### config.mk
export PLATFORM = sky130hd
export DESIGN_NAME = watchdog_timer_with_window
export DESIGN_NICKNAME = d
export VERILOG_FILES = /design/src/logic/watchdog_timer_with_window.v
export VERILOG_INCLUDE_DIRS = /design/src /design/src/pkg
export SDC_FILE = /design/constraint.sdc
export NUM_CORES = 1
export LEC_CHECK = 0
export BUFFER_PORTS_ARGS = -buffer_cell sky130_fd_sc_hd__buf_2
export CORE_ASPECT_RATIO = 0.8
export CORE_MARGIN = 3
export CORE_UTILIZATION = 52
export CTS_CLUSTER_SIZE = 14
export DETAILED_ROUTE_END_ITERATION = 8
export PLACE_DENSITY = 0.78
export SKIP_CTS_REPAIR_TIMING = 1
export SYNTH_ARGS = -nofsm -noshare
export SYNTH_HDL_FRONTEND = slang
export SYNTH_SLANG_ARGS = --single-unit
export TNS_END_PERCENT = 30
### constraint.sdc
create_clock -name CORE_CLK -period 6 [get_ports CORE_CLK]
set_input_delay 0.9 -clock CORE_CLK [delete_from_list [all_inputs] [get_ports CORE_CLK]]
set_output_delay 0.9 -clock CORE_CLK [all_outputs]
set_load 0.01 [all_outputs]
### src/pkg/wdt_defs.vh
`ifndef WDT_DEFS_VH
`define WDT_DEFS_VH
// register byte offsets
`define WDT_OFS_CFG 12'h000
`define WDT_OFS_RESET_CONTROL_REG 12'h004
`define WDT_OFS_CNT 12'h008
// config word fields
`define CFG_POST_LSB 0
`define CFG_POST_MSB 3
`define CFG_PRE_BIT 4
`define CFG_WINDOW_DISABLE_CFG_BIT 6
`define CFG_HWEN_BIT 7
`define CFG_RESET 8'h4F
// reset control fields
`define RESET_CONTROL_REG_IDLE_BIT 2
`define RESET_CONTROL_REG_SLEEP_BIT 3
`define RESET_CONTROL_REG_WD_TIMEOUT_FLAG_BIT 4
`define RESET_CONTROL_REG_SWEN_BIT 5
// timing
`define LOW_POWER_RC_OSC_FREQ_KHZ 32
`define PRE_SHORT_DIV 32
`define PRE_LONG_DIV 128
`define PRE_SHORT_MAX 7'h1F
`define PRE_LONG_MAX 7'h7F
`endif

### src/logic/watchdog_timer_with_window.v
/*
 Windowed watchdog timer with APB register access.
 Assumes LOW_POWER_RC_OSC_CLK is a free running ~32 kHz clock, asynchronous to CORE_CLK,
 and that core event inputs are single-cycle pulses on CORE_CLK.
*/
// Summary of operation
// RULE1 - counting advances only on edges of the low-power rc oscillator
// RULE2 - rc oscillator is forced on whenever the watchdog is enabled
// RULE3 - prescaler divides by 32 or by 128 under config select
// RULE4 - prescale select 1 means divide-by-128, 0 means divide-by-32
// RULE5 - base period is 1 ms or 4 ms at nominal 32 kHz
// RULE6 - 4-bit postscale field at config bits 3..0 gives 16 ratios
// RULE7 - postscale ratio is two to the power of the field value
// RULE8 - every device reset clears counter, prescaler and postscaler
// RULE9 - completion of any clock switch clears all counts
// RULE10 - entering sleep or idle clears all counts
// RULE11 - leaving sleep or idle clears all counts again
// RULE12 - clear instruction in normal execution clears all counts
// RULE13 - enabled watchdog keeps counting in sleep and idle
// RULE14 - time-out in sleep or idle wakes the core, no reset
// RULE15 - software clears sleep and idle status flags after wake-up
// RULE16 - hardware enable bit set keeps watchdog always running
// RULE17 - with hardware enable set, clearing software enable does nothing
// RULE18 - with hardware enable clear, software enable bit 5 gates running
// RULE19 - every device reset clears the software enable bit
// RULE20 - in window mode software clears only in the final quarter
// RULE21 - early clear in window mode causes a watchdog reset
// RULE22 - time-out flag bit 4 sets on time-out and stays set
// RULE23 - software clears the time-out flag to see later events
// RULE24 - time-out in normal execution resets device and sets flag
// RULE25 - time-out at selected terminal count; window is its last quarter
`timescale 1ns/1ps
`include "wdt_defs.vh"
module watchdog_timer_with_window
#(
    parameter [7:0] CFG_DEFAULT = `CFG_RESET
)
(
    // clock and resets
    input wire CORE_CLK,
    input wire SRST,
    input wire POR_RST,
    // low-power rc oscillator
    input wire LOW_POWER_RC_OSC_CLK,
    output wire LOW_POWER_RC_OSC_FORCE_ON,
    // core events
    input wire WD_CLEAR_INSTR,
    input wire POWER_SAVE_INSTR,
    input wire POWER_SAVE_SLEEP,
    input wire CORE_WAKE,
    input wire CLOCK_SWITCH_DONE,
    // watchdog actions
    output reg WD_RESET_REQ,
    output reg WD_WAKE_REQ,
    output wire POWER_SAVE_ACTIVE,
    // apb slave
    input wire PSEL,
    input wire PENABLE,
    input wire PWRITE,
    input wire [11:0] PADDR,
    input wire [31:0] PWDATA,
    output wire PREADY,
    output reg [31:0] PRDATA,
    output wire PSLVERR
);

    reg low_power_rc_osc_meta;
    reg low_power_rc_osc_sync;
    reg low_power_rc_osc_prev;
    wire low_power_rc_osc_tick;

    reg [7:0] watchdog_config_word;
    reg wd_sw_enable;
    reg wd_timeout_flag;
    reg sleep_flag;
    reg idle_flag;
    reg in_power_save;

    reg [6:0] pre_count;
    reg [14:0] post_count;

    wire [3:0] wd_postscale_select;
    wire wd_prescale_select;
    wire window_disable_cfg;
    wire wd_hw_enable_cfg;
    wire wd_enabled;
    wire [6:0] pre_max;
    wire [14:0] post_max;
    wire pre_wrap;
    wire timeout;
    wire [21:0] elapsed;
    wire [22:0] post_periods;
    wire [22:0] period;
    wire [23:0] elapsed_x4;
    wire [23:0] period_x3;
    wire window_open;
    wire early_clear;
    wire count_clear;

    wire dev_reset;
    wire save_entry;
    wire save_exit;

    wire apb_setup;
    wire apb_write;
    wire addr_ok;
    wire wr_cfg;
    wire wr_reset_control_reg;

    // two flops before the edge detector; low_power_rc_osc_meta feeds only low_power_rc_osc_sync
    always @(posedge CORE_CLK)
    begin
        low_power_rc_osc_meta <= LOW_POWER_RC_OSC_CLK;
        low_power_rc_osc_sync <= low_power_rc_osc_meta;
        low_power_rc_osc_prev <= low_power_rc_osc_sync;
    end

    assign low_power_rc_osc_tick = low_power_rc_osc_sync & ~low_power_rc_osc_prev; // RULE1

    assign wd_postscale_select = watchdog_config_word[`CFG_POST_MSB:`CFG_POST_LSB];
    assign wd_prescale_select = watchdog_config_word[`CFG_PRE_BIT];
    assign window_disable_cfg = watchdog_config_word[`CFG_WINDOW_DISABLE_CFG_BIT];
    assign wd_hw_enable_cfg = watchdog_config_word[`CFG_HWEN_BIT];

    // hardware enable overrides the software bit entirely
    assign wd_enabled = wd_hw_enable_cfg | wd_sw_enable; // RULE16 RULE17 RULE18
    assign LOW_POWER_RC_OSC_FORCE_ON = wd_enabled; // RULE2 RULE17
    assign POWER_SAVE_ACTIVE = in_power_save;

    // divide-by-128 when select is set, else divide-by-32
    assign pre_max = wd_prescale_select ? `PRE_LONG_MAX : `PRE_SHORT_MAX; // RULE3 RULE4 RULE5
    assign pre_wrap = low_power_rc_osc_tick & (pre_count == pre_max);
    // postscaler terminal is 2^sel - 1 prescaler periods
    assign post_max = (15'h0001 << wd_postscale_select) - 15'h0001; // RULE6 RULE7
    assign timeout = wd_enabled & pre_wrap & (post_count == post_max); // RULE25

    // elapsed rc ticks and full period, both in rc ticks
    assign elapsed = wd_prescale_select ? {post_count, pre_count} : {2'h0, post_count, pre_count[4:0]};
    // one bit wider than elapsed: the longest setting spans 2^22 ticks
    assign post_periods = {8'h00, post_max} + 23'h000001;
    assign period = wd_prescale_select ? (post_periods << 7) : (post_periods << 5);
    assign elapsed_x4 = {elapsed, 2'h0};
    assign period_x3 = {1'h0, period} + {period, 1'h0};
    // window opens once three quarters of the period have gone by
    assign window_open = elapsed_x4 >= period_x3; // RULE25 RULE20

    assign early_clear = WD_CLEAR_INSTR & wd_enabled & ~in_power_save & ~window_disable_cfg &
        ~window_open; // RULE21

    assign dev_reset = SRST | POR_RST;
    // a second power-save instruction while asleep is ignored, not a restart
    assign save_entry = POWER_SAVE_INSTR & ~in_power_save;
    assign save_exit = in_power_save & (CORE_WAKE | timeout);

    // every source of a count restart; a disabled watchdog sits at zero
    assign count_clear = dev_reset // RULE8
        | CLOCK_SWITCH_DONE // RULE9
        | save_entry // RULE10
        | save_exit // RULE11
        | (WD_CLEAR_INSTR & ~in_power_save) // RULE12
        | ~wd_enabled;

    always @(posedge CORE_CLK)
    begin
        if (count_clear)
        begin
            pre_count <= 7'h00;
            post_count <= 15'h0000;
        end
        else if (low_power_rc_osc_tick)
        begin
            // keeps running in power save as well
            if (pre_wrap) // RULE13
            begin
                pre_count <= 7'h00;
                post_count <= (post_count == post_max) ? 15'h0000 : post_count + 15'h0001;
            end
            else
            begin
                pre_count <= pre_count + 7'h01;
            end
        end
    end

    always @(posedge CORE_CLK)
    begin
        if (SRST | POR_RST)
        begin
            in_power_save <= 1'b0;
            WD_RESET_REQ <= 1'b0;
            WD_WAKE_REQ <= 1'b0;
        end
        else
        begin
            // time-out in power save only wakes the core
            WD_WAKE_REQ <= timeout & in_power_save; // RULE14
            WD_RESET_REQ <= (timeout & ~in_power_save) | early_clear; // RULE24 RULE21
            // leaving beats a same-cycle entry request
            if (save_exit)
            begin
                in_power_save <= 1'b0;
            end
            else if (save_entry)
            begin
                in_power_save <= 1'b1;
            end
        end
    end

    assign apb_setup = PSEL & ~PENABLE;
    assign apb_write = PSEL & PENABLE & PWRITE;
    assign addr_ok = (PADDR == `WDT_OFS_CFG) | (PADDR == `WDT_OFS_RESET_CONTROL_REG) | (PADDR == `WDT_OFS_CNT);
    assign wr_cfg = apb_write & (PADDR == `WDT_OFS_CFG);
    assign wr_reset_control_reg = apb_write & (PADDR == `WDT_OFS_RESET_CONTROL_REG);
    // zero wait states: every access completes in its first access cycle
    assign PREADY = 1'b1;
    assign PSLVERR = PSEL & PENABLE & ~addr_ok;

    // config word lives through device resets, only power-on reloads it
    always @(posedge CORE_CLK)
    begin
        if (POR_RST)
        begin
            watchdog_config_word <= CFG_DEFAULT;
        end
        else if (wr_cfg)
        begin
            watchdog_config_word <= PWDATA[7:0];
        end
    end

    always @(posedge CORE_CLK)
    begin
        if (SRST | POR_RST)
        begin
            wd_sw_enable <= 1'b0; // RULE19
        end
        else if (wr_reset_control_reg)
        begin
            wd_sw_enable <= PWDATA[`RESET_CONTROL_REG_SWEN_BIT];
        end
    end

    // status flags survive device reset except power-on, so software can see the cause;
    // a hardware set in the same cycle as a software clear wins
    always @(posedge CORE_CLK)
    begin
        if (POR_RST)
        begin
            wd_timeout_flag <= 1'b0;
            sleep_flag <= 1'b0;
            idle_flag <= 1'b0;
        end
        else
        begin
            // wake-up time-outs set it too, so a watchdog wake can be told apart
            if (timeout) // RULE22 RULE24
            begin
                wd_timeout_flag <= 1'b1;
            end
            else if (wr_reset_control_reg) // RULE23
            begin
                wd_timeout_flag <= PWDATA[`RESET_CONTROL_REG_WD_TIMEOUT_FLAG_BIT];
            end
            // hardware never clears these after a wake-up
            if (save_entry & POWER_SAVE_SLEEP)
            begin
                sleep_flag <= 1'b1;
            end
            else if (wr_reset_control_reg) // RULE15
            begin
                sleep_flag <= PWDATA[`RESET_CONTROL_REG_SLEEP_BIT];
            end
            if (save_entry & ~POWER_SAVE_SLEEP)
            begin
                idle_flag <= 1'b1;
            end
            else if (wr_reset_control_reg) // RULE15
            begin
                idle_flag <= PWDATA[`RESET_CONTROL_REG_IDLE_BIT];
            end
        end
    end

    always @(posedge CORE_CLK)
    begin
        if (SRST | POR_RST)
        begin
            PRDATA <= 32'h00000000;
        end
        else if (apb_setup & ~PWRITE)
        begin
            // latched in setup so the data stands through the access phase
            case (PADDR)
                `WDT_OFS_CFG: PRDATA <= {24'h000000, watchdog_config_word};
                `WDT_OFS_RESET_CONTROL_REG: PRDATA <= {26'h0000000, wd_sw_enable, wd_timeout_flag, sleep_flag, idle_flag,
                    2'h0};
                `WDT_OFS_CNT: PRDATA <= {10'h000, post_count, pre_count};
                default: PRDATA <= 32'h00000000;
            endcase
        end
    end

endmodule // watchdog_timer_with_window

==> results of run 1 <==
-- critical path, delay by kind of cell (launching register included) --
family | cells | cell delay, ps
simple gates | 6 | 1720
compound gates | 12 | 2240
xor+xnor | 2 | 340
flops | 1 | 310
fa+ha+maj | 3 | 930
-- metal layers --
metal	routed length (um)	up-vias	global-route usage (%)
met5	0	-	0
met3	1090	37	5.34
met4	340	0	9.76
met2	6170	221	42.3
li1	-	2435	-
met1	6190	2282	32.5
-- power breakdown --
part           switching, mW  internal (mW)
combinational         0.0223         0.0135
clock                  0.197          0.378
sequential           0.00175          0.414
-- Yosys cell counts (4+ instances only) --
master | number | area [sq um]
nand3_1 | 21 | 105
a21oi_1 | 40 | 200
inv_1 | 19 | 71.3
a211o_1 | 6 | 52.6
a21o_1 | 9 | 67.6
xor2_1 | 29 | 254
o21a_1 | 5 | 37.5
a22oi_1 | 15 | 113
buf_2 | 7 | 35.0
o22ai_1 | 6 | 37.5
mux2i_1 | 15 | 150
buf_4 | 12 | 90.1
nor2b_1 | 15 | 93.8
ha_1 | 40 | 500
clkbuf_1 | 32 | 120
nor4_1 | 6 | 37.5
nor3_1 | 16 | 80.1
nand2_1 | 60 | 225
nand3b_1 | 4 | 30.0
nand2b_1 | 7 | 43.8
mux2_2 | 17 | 191
nand4_1 | 5 | 31.3
or3_1 | 8 | 50.1
or2_2 | 5 | 31.3
and2_1 | 8 | 50.1
and3_1 | 6 | 37.5
buf_1 | 6 | 22.5
nor4b_1 | 4 | 35.0
dfxtp_1 | 62 | 1240
o21ai_0 | 38 | 190
nor2_1 | 77 | 289
a211oi_1 | 6 | 45.0
xnor2_1 | 18 | 158
-- how the worst max path moves through the flow --
stage / startpoint / to / slack, ps / depth (start not counted)
6_report: watchdog_config_word[2]$_SDFFE_PP1P_ / WD_RESET_REQ$_SDFF_PP0_ / 320 / 23
2_1_floorplan: watchdog_config_word[2]$_SDFFE_PP1P_ / WD_RESET_REQ$_SDFF_PP0_ / 50 / 28
3_3_place_gp: watchdog_config_word[2]$_SDFFE_PP1P_ / WD_RESET_REQ$_SDFF_PP0_ / 400 / 21
3_5_place_dp: watchdog_config_word[2]$_SDFFE_PP1P_ / WD_RESET_REQ$_SDFF_PP0_ / 280 / 21
5_1_grt: watchdog_config_word[2]$_SDFFE_PP1P_ / WD_RESET_REQ$_SDFF_PP0_ / 30 / 23
4_1_cts: watchdog_config_word[2]$_SDFFE_PP1P_ / WD_RESET_REQ$_SDFF_PP0_ / 240 / 21
-- metrics by stage --
step / hold slack (ps) / setup slack (ps) / cells / util (%) / power [mW]
finish: 331 / 320 / 842 / 61.9 / 1.03
global route: 332 / 32.1 / 842 / 61.9 / 1.06
CTS: 333 / 242 / 840 / 61.6 / 1.03
detailed placement: 322 / 277 / 824 / 58.1 / 0.459
global placement: 310 / 399 / 824 / 58.1 / 0.459
floorplan: 310 / 53.4 / 685 / - / 0.449
-- kinds of logic (layout without fill, tap and decap cells) --
| group | after synthesis | count (layout) | share of synthesized area (%) |
|---|---|---|---|
| AND/OR/NAND/NOR | 259 | 259 | 24.9 |
| AO/OA/AOI/OAI | 155 | 155 | 19.5 |
| buffers and inverters | 77 | 102 | 6.75 |
| flip-flops | 62 | 62 | 23.9 |
| XOR/XNOR | 47 | 47 | 7.94 |
| adder cells (fa/ha/maj) | 42 | 42 | 10.2 |
| multiplexers | 32 | 32 | 6.58 |
| other | 2 | 11 | 0.145 |
-- flip-flops by register name, indices dropped and copies added, names as in the netlist --
| signal | count |
|---|---|
| WD_WAKE_REQ | 1 |
| pre_count | 7 |
| post_count | 15 |
| POWER_SAVE_ACTIVE | 1 |
| idle_flag | 1 |
| low_power_rc_osc_sync | 1 |
| sleep_flag | 1 |
| PRDATA | 22 |
| watchdog_config_word | 8 |
| wd_sw_enable | 1 |
| low_power_rc_osc_meta | 1 |
| wd_timeout_flag | 1 |
| low_power_rc_osc_prev | 1 |
| WD_RESET_REQ | 1 |
-- layout make-up --
type	count	area, sq um
Clock inverter	6	93.8
Fill cell	809	3580
Sequential cell	62	1240
Multi-Input combinational cell	546	3640
Inverter	19	71.3
Timing Repair Buffer	67	358
Tap cell	132	165
Clock buffer	10	239
==> flow_summary.yaml, run 1 <==
final_layout:
  syn2layout_area_growth_pct: 11.9
  layout-drive-gt1-share_pct: 17.0
  fin_area_sq_mm: 0.00581
  layout_commonest_cell: "nor2_1"
  fin_nets: 802
  layout_common_cells: "nor2_1 (77), dfxtp_1 (61), nand2_1 (60)"
  diodes: 0
die:
  fp.dieW_um: 118
  rows: 31
  coreArea_sq_mm: 0.00939
  initial_core_util_pct: 55.3
  fp.dieArea_sq_mm: 0.0112
  io_pins: 94
  fp.dieH_um: 95.3
worst_setup_path:
  r2r_cells: 23
  crit_path_start_kind: "register"
  critPathMaxFanout: 5
  slowest_delay_ps: 410
  r2r-start: "watchdog_config_word[2]$_SDFFE_PP1P_"
  crit_chain: "or2_2 -> or3_1 -> ha_1 -> xor2_1 -> o31a_1 -> o22ai_1 -> nand2_1 -> o21ai_0 -> ha_1 -> a21o_1 -> a21oi_1 -> a21boi_0 -> or3_1 -> a21oi_2 -> a211oi_1 -> a221oi_1 -> xor2_1 -> ha_1 -> and4_1 -> o21ai_0 -> or3_1 -> o21ai_0 -> o31ai_1"
  rr_endpoint: "WD_RESET_REQ$_SDFF_PP0_"
  endpoint_kind: "register"
  worstPathArrival_ps: 5870
  rrSetupSlack_ps: 320
  critPathKind: "reg2reg"
  crit_slowest_cell: "or3_1"
  cp.required_ps: 6190
yosys:
  async_flop_share_pct: 0
  synth.distinct_cells: 68
  syn_avg_cell_area_sq_um: 7.67
  ys.warnings.count: 0
  synthesis.instances: 676
  seq_area_frac_synth_pct: 23.9
  netlist_area_sq_mm: 0.00519
  synth_edf_count: 0
  synth-main-ff-cell: "dfxtp_1"
  ys_ff_latch: 62
min_path:
  holdPathEnd: "low_power_rc_osc_sync$_DFF_P_"
  hold_depth: 0
  min_path_type: "reg2reg"
  min-delay-start: "low_power_rc_osc_meta$_DFF_P_"
global_routing:
  grt_antenna_before_repair: 0
  grt_max_degree: 40
  grt.overflow.total: 0
  grt_pass1_wl_um: 23400
  first_global_vias: 4874
  grt.total_usage_pct: 25.3
sta:
  min_period_ps: 5680
  worst_pin_slew_ps: 739
  slew_violations: 0
  setup_tns_ps: 0
  finalCritPeriodShare_pct: 94.7
  max_slew_margin_pct: 50.7
  fmax_mhz: 176
  finalSetupViolCount: 0
  finClkSkew_ps: 7.48
  hold_viol: 0
  rsz0062_at_grt: "false"
detailed_routing:
  num_vias: 4975
  route.detailed.drc: 0
  via_per_inst: 5.91
  firstDrtPassIters: 5
  post_drt_wl_per_cell_um: 16.4
  routed_wl_um: 13800
  ant_nets: 0
  drt_iter0_drc: 424
placed_design:
  hpwlAfterDp_um: 10300
  portBuffers: 58
  routabilityCongestion: 0.900
  place_area_sq_mm: 0.00545
clocking:
  clk_latency_ps: 330
  clock_sinks: 62
  cts_htree_levels: 3
  cts_buffers: 9
  clk_pin_slew_ps: 50
  cts_root_buf: "clkbuf_16"
  cts_tree: "done"
  cts_buffer_depth: 2
job:
  cap_violations: 0
pwr:
  p_leak_nw: 2.37
  power.density_mw_per_mm2: 177
  peakVddDrop_uv: 148
outcome:
  outcome: "complete, no violations"
Power figures use the tool's default switching activity.
==> run 2: changes to the inputs <==
--- a/config.mk
+++ b/config.mk
@@ -9,10 +9,10 @@
 export BUFFER_PORTS_ARGS = -buffer_cell sky130_fd_sc_hd__buf_2
 export CORE_ASPECT_RATIO = 0.8
 export CORE_MARGIN = 3
-export CORE_UTILIZATION = 52
+export CORE_UTILIZATION = 57
 export CTS_CLUSTER_SIZE = 14
 export DETAILED_ROUTE_END_ITERATION = 8
-export PLACE_DENSITY = 0.78
+export PLACE_DENSITY = 0.81
 export SKIP_CTS_REPAIR_TIMING = 1
 export SYNTH_ARGS = -nofsm -noshare
 export SYNTH_HDL_FRONTEND = slang
==> constraint.sdc (replaced) <==
create_clock -name CORE_CLK -period 6.45 [get_ports CORE_CLK]
set_input_delay 0.9675 -clock CORE_CLK [delete_from_list [all_inputs] [get_ports CORE_CLK]]
set_output_delay 0.9675 -clock CORE_CLK [all_outputs]
set_load 0.01 [all_outputs]
==> run 2 against run 1 <==
Hold slack better by 4.5 ps. Worst setup slack better by 170 ps. Register-to-register slack better by 170 ps. Combinational power down 6.4%. Sequential share of layout area up 0.36 points. Final cell count down 2.4%. Critical path type unchanged.
==> flow_summary.yaml, run 2 (synthesis gave the netlist of run 1 again) <==
outcome:
  outcome: "complete, no violations"
die:
  fp.dieArea_sq_mm: 0.0103
  coreArea_sq_mm: 0.00867
  io_pins: 94
  rows: 30
  fp.dieW_um: 113
  initial_core_util_pct: 59.8
  fp.dieH_um: 91.3
final_layout:
  multi_input_area_sq_mm: 0.00363
  reg.largest.list: "PRDATA (22), post_count (15), watchdog_config_word (8)"
  layout-drive-gt1-share_pct: 16.5
  diodes: 0
  seq_area_sq_mm: 0.00124
  syn2layout_area_growth_pct: 10.1
  fin_nets: 802
  fin_area_sq_mm: 0.00571
  largest_register: "PRDATA"
  largest_register_ffs: 22
  layout_common_cells: "nor2_1 (77), dfxtp_1 (61), nand2_1 (60)"
  fillers: 724
  layout_commonest_cell: "nor2_1"
detailed_routing:
  via_per_inst: 6.06
  ant_nets: 0
  post_drt_wl_per_cell_um: 16.8
  firstDrtPassIters: 5
  route.detailed.drc: 0
  routed_wl_um: 13800
  drt_iter0_drc: 385
  num_vias: 4983
clocking:
  clock_sinks: 62
  cts_root_buf: "clkbuf_16"
  clk_latency_ps: 330
  cts_buffer_depth: 2
  cts_buffers: 9
  cts_htree_levels: 3
  clk_pin_slew_ps: 50
  cts_tree: "done"
global_routing:
  first_global_vias: 4651
  grt.overflow.total: 0
  grt_pass1_wl_um: 22600
  grt_max_degree: 34
  grt.total_usage_pct: 26.6
  grt_antenna_before_repair: 0
sta:
  max_slew_margin_pct: 51.5
  setup_tns_ps: 0
  finalSetupViolCount: 0
  min_period_ps: 5960
  worst_pin_slew_ps: 726
  finClkSkew_ps: 7.61
  hold_viol: 0
  rsz0062_at_grt: "false"
  slew_violations: 0
  finalCritPeriodShare_pct: 92.4
  fmax_mhz: 168
worst_setup_path:
  worstPathArrival_ps: 6150
  r2r-start: "watchdog_config_word[3]$_SDFFE_PP1P_"
  critPathKind: "reg2reg"
  crit_path_start_kind: "register"
  cp.required_ps: 6640
  endpoint_kind: "register"
  crit_slowest_cell: "dfxtp_1"
  cp_top_family: "simple AND/OR/NAND/NOR gates"
  rr_endpoint: "WD_RESET_REQ$_SDFF_PP0_"
  cp_num_buf_inv: 0
  slowest_delay_ps: 450
  rrSetupSlack_ps: 490
  r2r_cells: 21
  critPathMaxFanout: 15
  crit_chain: "or2_2 -> or3_1 -> ha_1 -> nand3b_1 -> o31ai_1 -> a221oi_1 -> a21oi_1 -> ha_1 -> o21ai_0 -> nor4_1 -> or3_1 -> a21oi_1 -> a211oi_1 -> a221oi_1 -> xor2_1 -> ha_1 -> and4_1 -> o21ai_0 -> or3_1 -> o21ai_0 -> o31ai_1"
pwr:
  pwr-share-comb_pct: 3.9
  p_leak_nw: 2.34
  p_sw_mw: 0.198
  seq_power_share_pct: 45.2
  peakVddDrop_uv: 168
  p_int_mw: 0.658
  power.density_mw_per_mm2: 150
  p_clk_share_pct: 50.9
  sw_frac_of_total_pct: 23.1
min_path:
  holdPathEnd: "low_power_rc_osc_sync$_DFF_P_"
  min-delay-start: "low_power_rc_osc_meta$_DFF_P_"
  min_path_type: "reg2reg"
  hold_depth: 0
placed_design:
  hpwlAfterDp_um: 10400
  routabilityCongestion: 0.946
  portBuffers: 58
  place_area_sq_mm: 0.00544
job:
  cap_violations: 0
==> run 2: cell types whose count changed in the layout (fill, tap and decap cells not counted), sizes merged <==
cell,delta
clkbuf,+1
clkinv,+1
bufinv,-2
==> run 2: cell type report <==
class                      count  area share, %
multi-input combinational    546           63.6
timing repair buffer          67           6.27
tap                          112           2.45
clock buffer                  11           4.08
clock inverter                 5          0.614
sequential                    62           21.8
inverter                      19           1.25
==> run 2: power by group through the flow <==
stage                     registers (mW)  logic [mW]  clock network, mW
after global placement             0.395      0.0318                  0
after detailed placement           0.395      0.0324                  0
after global routing               0.387      0.0366              0.456
after CTS                          0.387      0.0327              0.436
after floorplan                    0.395      0.0231                  0
final                              0.387      0.0335              0.436
==> run 2: worst max-delay path by stage <==
stage | to | cells after the start | slack, ps | from
after global placement | WD_RESET_REQ$_SDFF_PP0_ | 21 | 680 | watchdog_config_word[3]$_SDFFE_PP1P_
after CTS | WD_RESET_REQ$_SDFF_PP0_ | 21 | 500 | watchdog_config_word[3]$_SDFFE_PP1P_
final | WD_RESET_REQ$_SDFF_PP0_ | 21 | 490 | watchdog_config_word[3]$_SDFFE_PP1P_
after floorplan | WD_RESET_REQ$_SDFF_PP0_ | 28 | 500 | watchdog_config_word[2]$_SDFFE_PP1P_
after global routing | WD_RESET_REQ$_SDFF_PP0_ | 22 | 50 | watchdog_config_word[3]$_SDFFE_PP1P_
after detailed placement | WD_RESET_REQ$_SDFF_PP0_ | 21 | 550 | watchdog_config_word[3]$_SDFFE_PP1P_
==> run 2: per-stage QoR <==
step	utilization, %	power (mW)	setup WS, ps	std cells	hold WS [ps]
after global routing	65.8	0.879	48.9	822	333
after global placement	62.8	0.427	681	806	311
final	65.8	0.856	491	822	335
after CTS	65.8	0.856	504	822	332
after detailed placement	62.8	0.427	549	806	316
after floorplan	-	0.418	503	685	310
==> run 2: layer usage <==
metal	GRT usage, %	wire, um	vias to the layer above
li1	-	-	2434
met1	37.4	6410	2347
met2	42.7	6250	189
met3	4.40	992	13
met4	6.11	118	0
met5	0	0	-
==> run 3: changes to the inputs <==
--- a/config.mk
+++ b/config.mk
@@ -7,12 +7,14 @@
 export NUM_CORES = 1
 export LEC_CHECK = 0
 export BUFFER_PORTS_ARGS = -buffer_cell sky130_fd_sc_hd__buf_2
+export CELL_PAD_IN_SITES_DETAIL_PLACEMENT = 1
+export CELL_PAD_IN_SITES_GLOBAL_PLACEMENT = 2
 export CORE_ASPECT_RATIO = 0.8
 export CORE_MARGIN = 3
-export CORE_UTILIZATION = 57
+export CORE_UTILIZATION = 33
 export CTS_CLUSTER_SIZE = 14
 export DETAILED_ROUTE_END_ITERATION = 8
-export PLACE_DENSITY = 0.81
+export PLACE_DENSITY_LB_ADDON = 0.1
 export SKIP_CTS_REPAIR_TIMING = 1
 export SYNTH_ARGS = -nofsm -noshare
 export SYNTH_HDL_FRONTEND = slang
==> run 3 against run 2 <==
Count of clock-buffer cells in the layout decreased by 1. Clock skew decreased by 1.6 ps. Non-clock buffer count unchanged. Worst setup slack worse by 0.71 ps. Clock power grew 5.5%. Utilization down 27 points. Die area up 68%. Total power up 2.9%. Sequential power about the same. Final cell count up 12%. Hold slack worse by 8.7 ps.
==> flow_summary.yaml, run 3 (synthesis gave the netlist of run 1 again) <==
die:
  initial_core_util_pct: 34.1
  coreArea_sq_mm: 0.0152
  rows: 40
  fp.dieArea_sq_mm: 0.0173
  fp.dieH_um: 118
  io_pins: 94
  fp.dieW_um: 146
final_layout:
  fin_nets: 802
  seq_area_sq_mm: 0.00124
  multi_input_area_sq_mm: 0.00363
  layout-drive-gt1-share_pct: 16.9
  diodes: 0
  fin_area_sq_mm: 0.00585
  largest_register_ffs: 22
  syn2layout_area_growth_pct: 12.8
  reg.largest.list: "PRDATA (22), post_count (15), watchdog_config_word (8)"
  fillers: 1915
  largest_register: "PRDATA"
  layout_common_cells: "nor2_1 (77), dfxtp_1 (61), nand2_1 (60)"
  layout_commonest_cell: "nor2_1"
  finalNonFillerCells: 920
worst_setup_path:
  crit_path_start_kind: "register"
  rrSetupSlack_ps: 490
  slowest_delay_ps: 520
  crit_chain: "inv_1 -> or3_1 -> ha_1 -> nor4b_1 -> a21oi_1 -> o21ai_0 -> ha_1 -> o21ai_0 -> o21a_1 -> nor4_1 -> or3_1 -> a21oi_1 -> a211oi_2 -> a221oi_1 -> xor2_1 -> ha_1 -> and4_1 -> o21ai_0 -> or3_1 -> o21ai_0 -> o31ai_1"
  cp.required_ps: 6650
  critPathKind: "reg2reg"
  r2r_cells: 21
  rr_endpoint: "WD_RESET_REQ$_SDFF_PP0_"
  r2r-start: "watchdog_config_word[0]$_SDFFE_PP1P_"
  critPathCapture: "WD_RESET_REQ$_SDFF_PP0_"
  worstPathArrival_ps: 6160
  endpoint_kind: "register"
  critPathMaxFanout: 12
  crit_slowest_cell: "dfxtp_1"
  cpMostUsedCell: "o21ai_0"
  startpoint: "watchdog_config_word[0]$_SDFFE_PP1P_"
global_routing:
  grt_antenna_before_repair: 0
  grt_pass1_wl_um: 26700
  first_global_vias: 4933
  grt_max_degree: 36
  grt.overflow.total: 0
  grt.total_usage_pct: 19.1
sta:
  fmax_mhz: 168
  worst_pin_slew_ps: 774
  hold_viol: 0
  finalCritPeriodShare_pct: 92.4
  setup_tns_ps: 0
  finClkSkew_ps: 6.04
  max_slew_margin_pct: 48.4
  holdWs_ps: 327
  slew_violations: 0
  min_period_ps: 5960
  finalSetupViolCount: 0
  rsz0062_at_grt: "false"
detailed_routing:
  via_per_inst: 5.30
  ant_nets: 0
  routed_wl_um: 16600
  post_drt_wl_per_cell_um: 18.0
  drt_iter0_drc: 198
  num_vias: 4880
  firstDrtPassIters: 4
  route.detailed.drc: 0
placed_design:
  hpwlAfterDp_um: 12900
  placed_cells: 904
  place_area_sq_mm: 0.00556
  portBuffers: 58
  routabilityCongestion: 0.831
job:
  cap_violations: 0
pwr:
  p_leak_nw: 2.35
  power.density_mw_per_mm2: 151
  finalPower_mw: 0.881
  peakVddDrop_uv: 106
clocking:
  clk_pin_slew_ps: 60
  clock_sinks: 62
  cts_root_buf: "clkbuf_16"
  cts_htree_levels: 3
  cts_buffer_depth: 2
  cts_buffers: 9
  cts_tree: "done"
  clk_latency_ps: 340
min_path:
  min_path_type: "reg2reg"
outcome:
  outcome: "complete, no violations"
[run 3: critical path: cells and delay by family (launching register included)]
| family | cells | cell delay, ps |
|---|---|---|
| compound gates | 10 | 2190 |
| simple gates | 6 | 1800 |
| fa+ha+maj | 3 | 1090 |
| flops | 1 | 520 |
| xor+xnor | 1 | 120 |
| buf+inv | 1 | 100 |
[run 3: where the power goes]
| part | internal, mW | total (mW) | switching (mW) | leakage [nW] |
|---|---|---|---|---|
| Clock | 0.272 | 0.460 | 0.188 | 0.139 |
| Sequential | 0.385 | 0.387 | 0.00150 | 0.502 |
| Combinational | 0.0126 | 0.0344 | 0.0218 | 1.71 |
[run 3: through the flow]
stage | setup WS, ps | utilization, %
2_1_floorplan | 503 | -
3_3_place_gp | 632 | 36.6
3_5_place_dp | 434 | 36.6
4_1_cts | 396 | 38.4
5_1_grt | 61.5 | 38.5
6_report | 490 | 38.5
[run 3: worst min path at each step]
stage / startpoint / to / slack [ps] / cells past startpoint
2_1_floorplan: low_power_rc_osc_meta$_DFF_P_ / low_power_rc_osc_sync$_DFF_P_ / 310 / 0
3_3_place_gp: low_power_rc_osc_meta$_DFF_P_ / low_power_rc_osc_sync$_DFF_P_ / 310 / 0
3_5_place_dp: low_power_rc_osc_meta$_DFF_P_ / low_power_rc_osc_sync$_DFF_P_ / 320 / 0
4_1_cts: low_power_rc_osc_meta$_DFF_P_ / low_power_rc_osc_sync$_DFF_P_ / 330 / 0
5_1_grt: low_power_rc_osc_meta$_DFF_P_ / low_power_rc_osc_sync$_DFF_P_ / 340 / 0
6_report: low_power_rc_osc_meta$_DFF_P_ / low_power_rc_osc_sync$_DFF_P_ / 330 / 0
[run 3: area by class of cell]
class                   instances  area share (%)
well taps                     210            4.49
repair buffers                 67            6.12
clock buffers                  10            4.08
inverters                      19            1.22
multi-input cells             546            62.1
clock inverters                 6           0.748
flip-flops and latches         62            21.2
[run 3: metal layers]
metal | wire [um] | GRT usage, % | vias up
li1 | - | - | 2434
met1 | 8520 | 26.8 | 2366
met2 | 7360 | 30.5 | 68
met3 | 473 | 3.22 | 12
met4 | 221 | 4.99 | 0
met5 | 0 | 0 | -
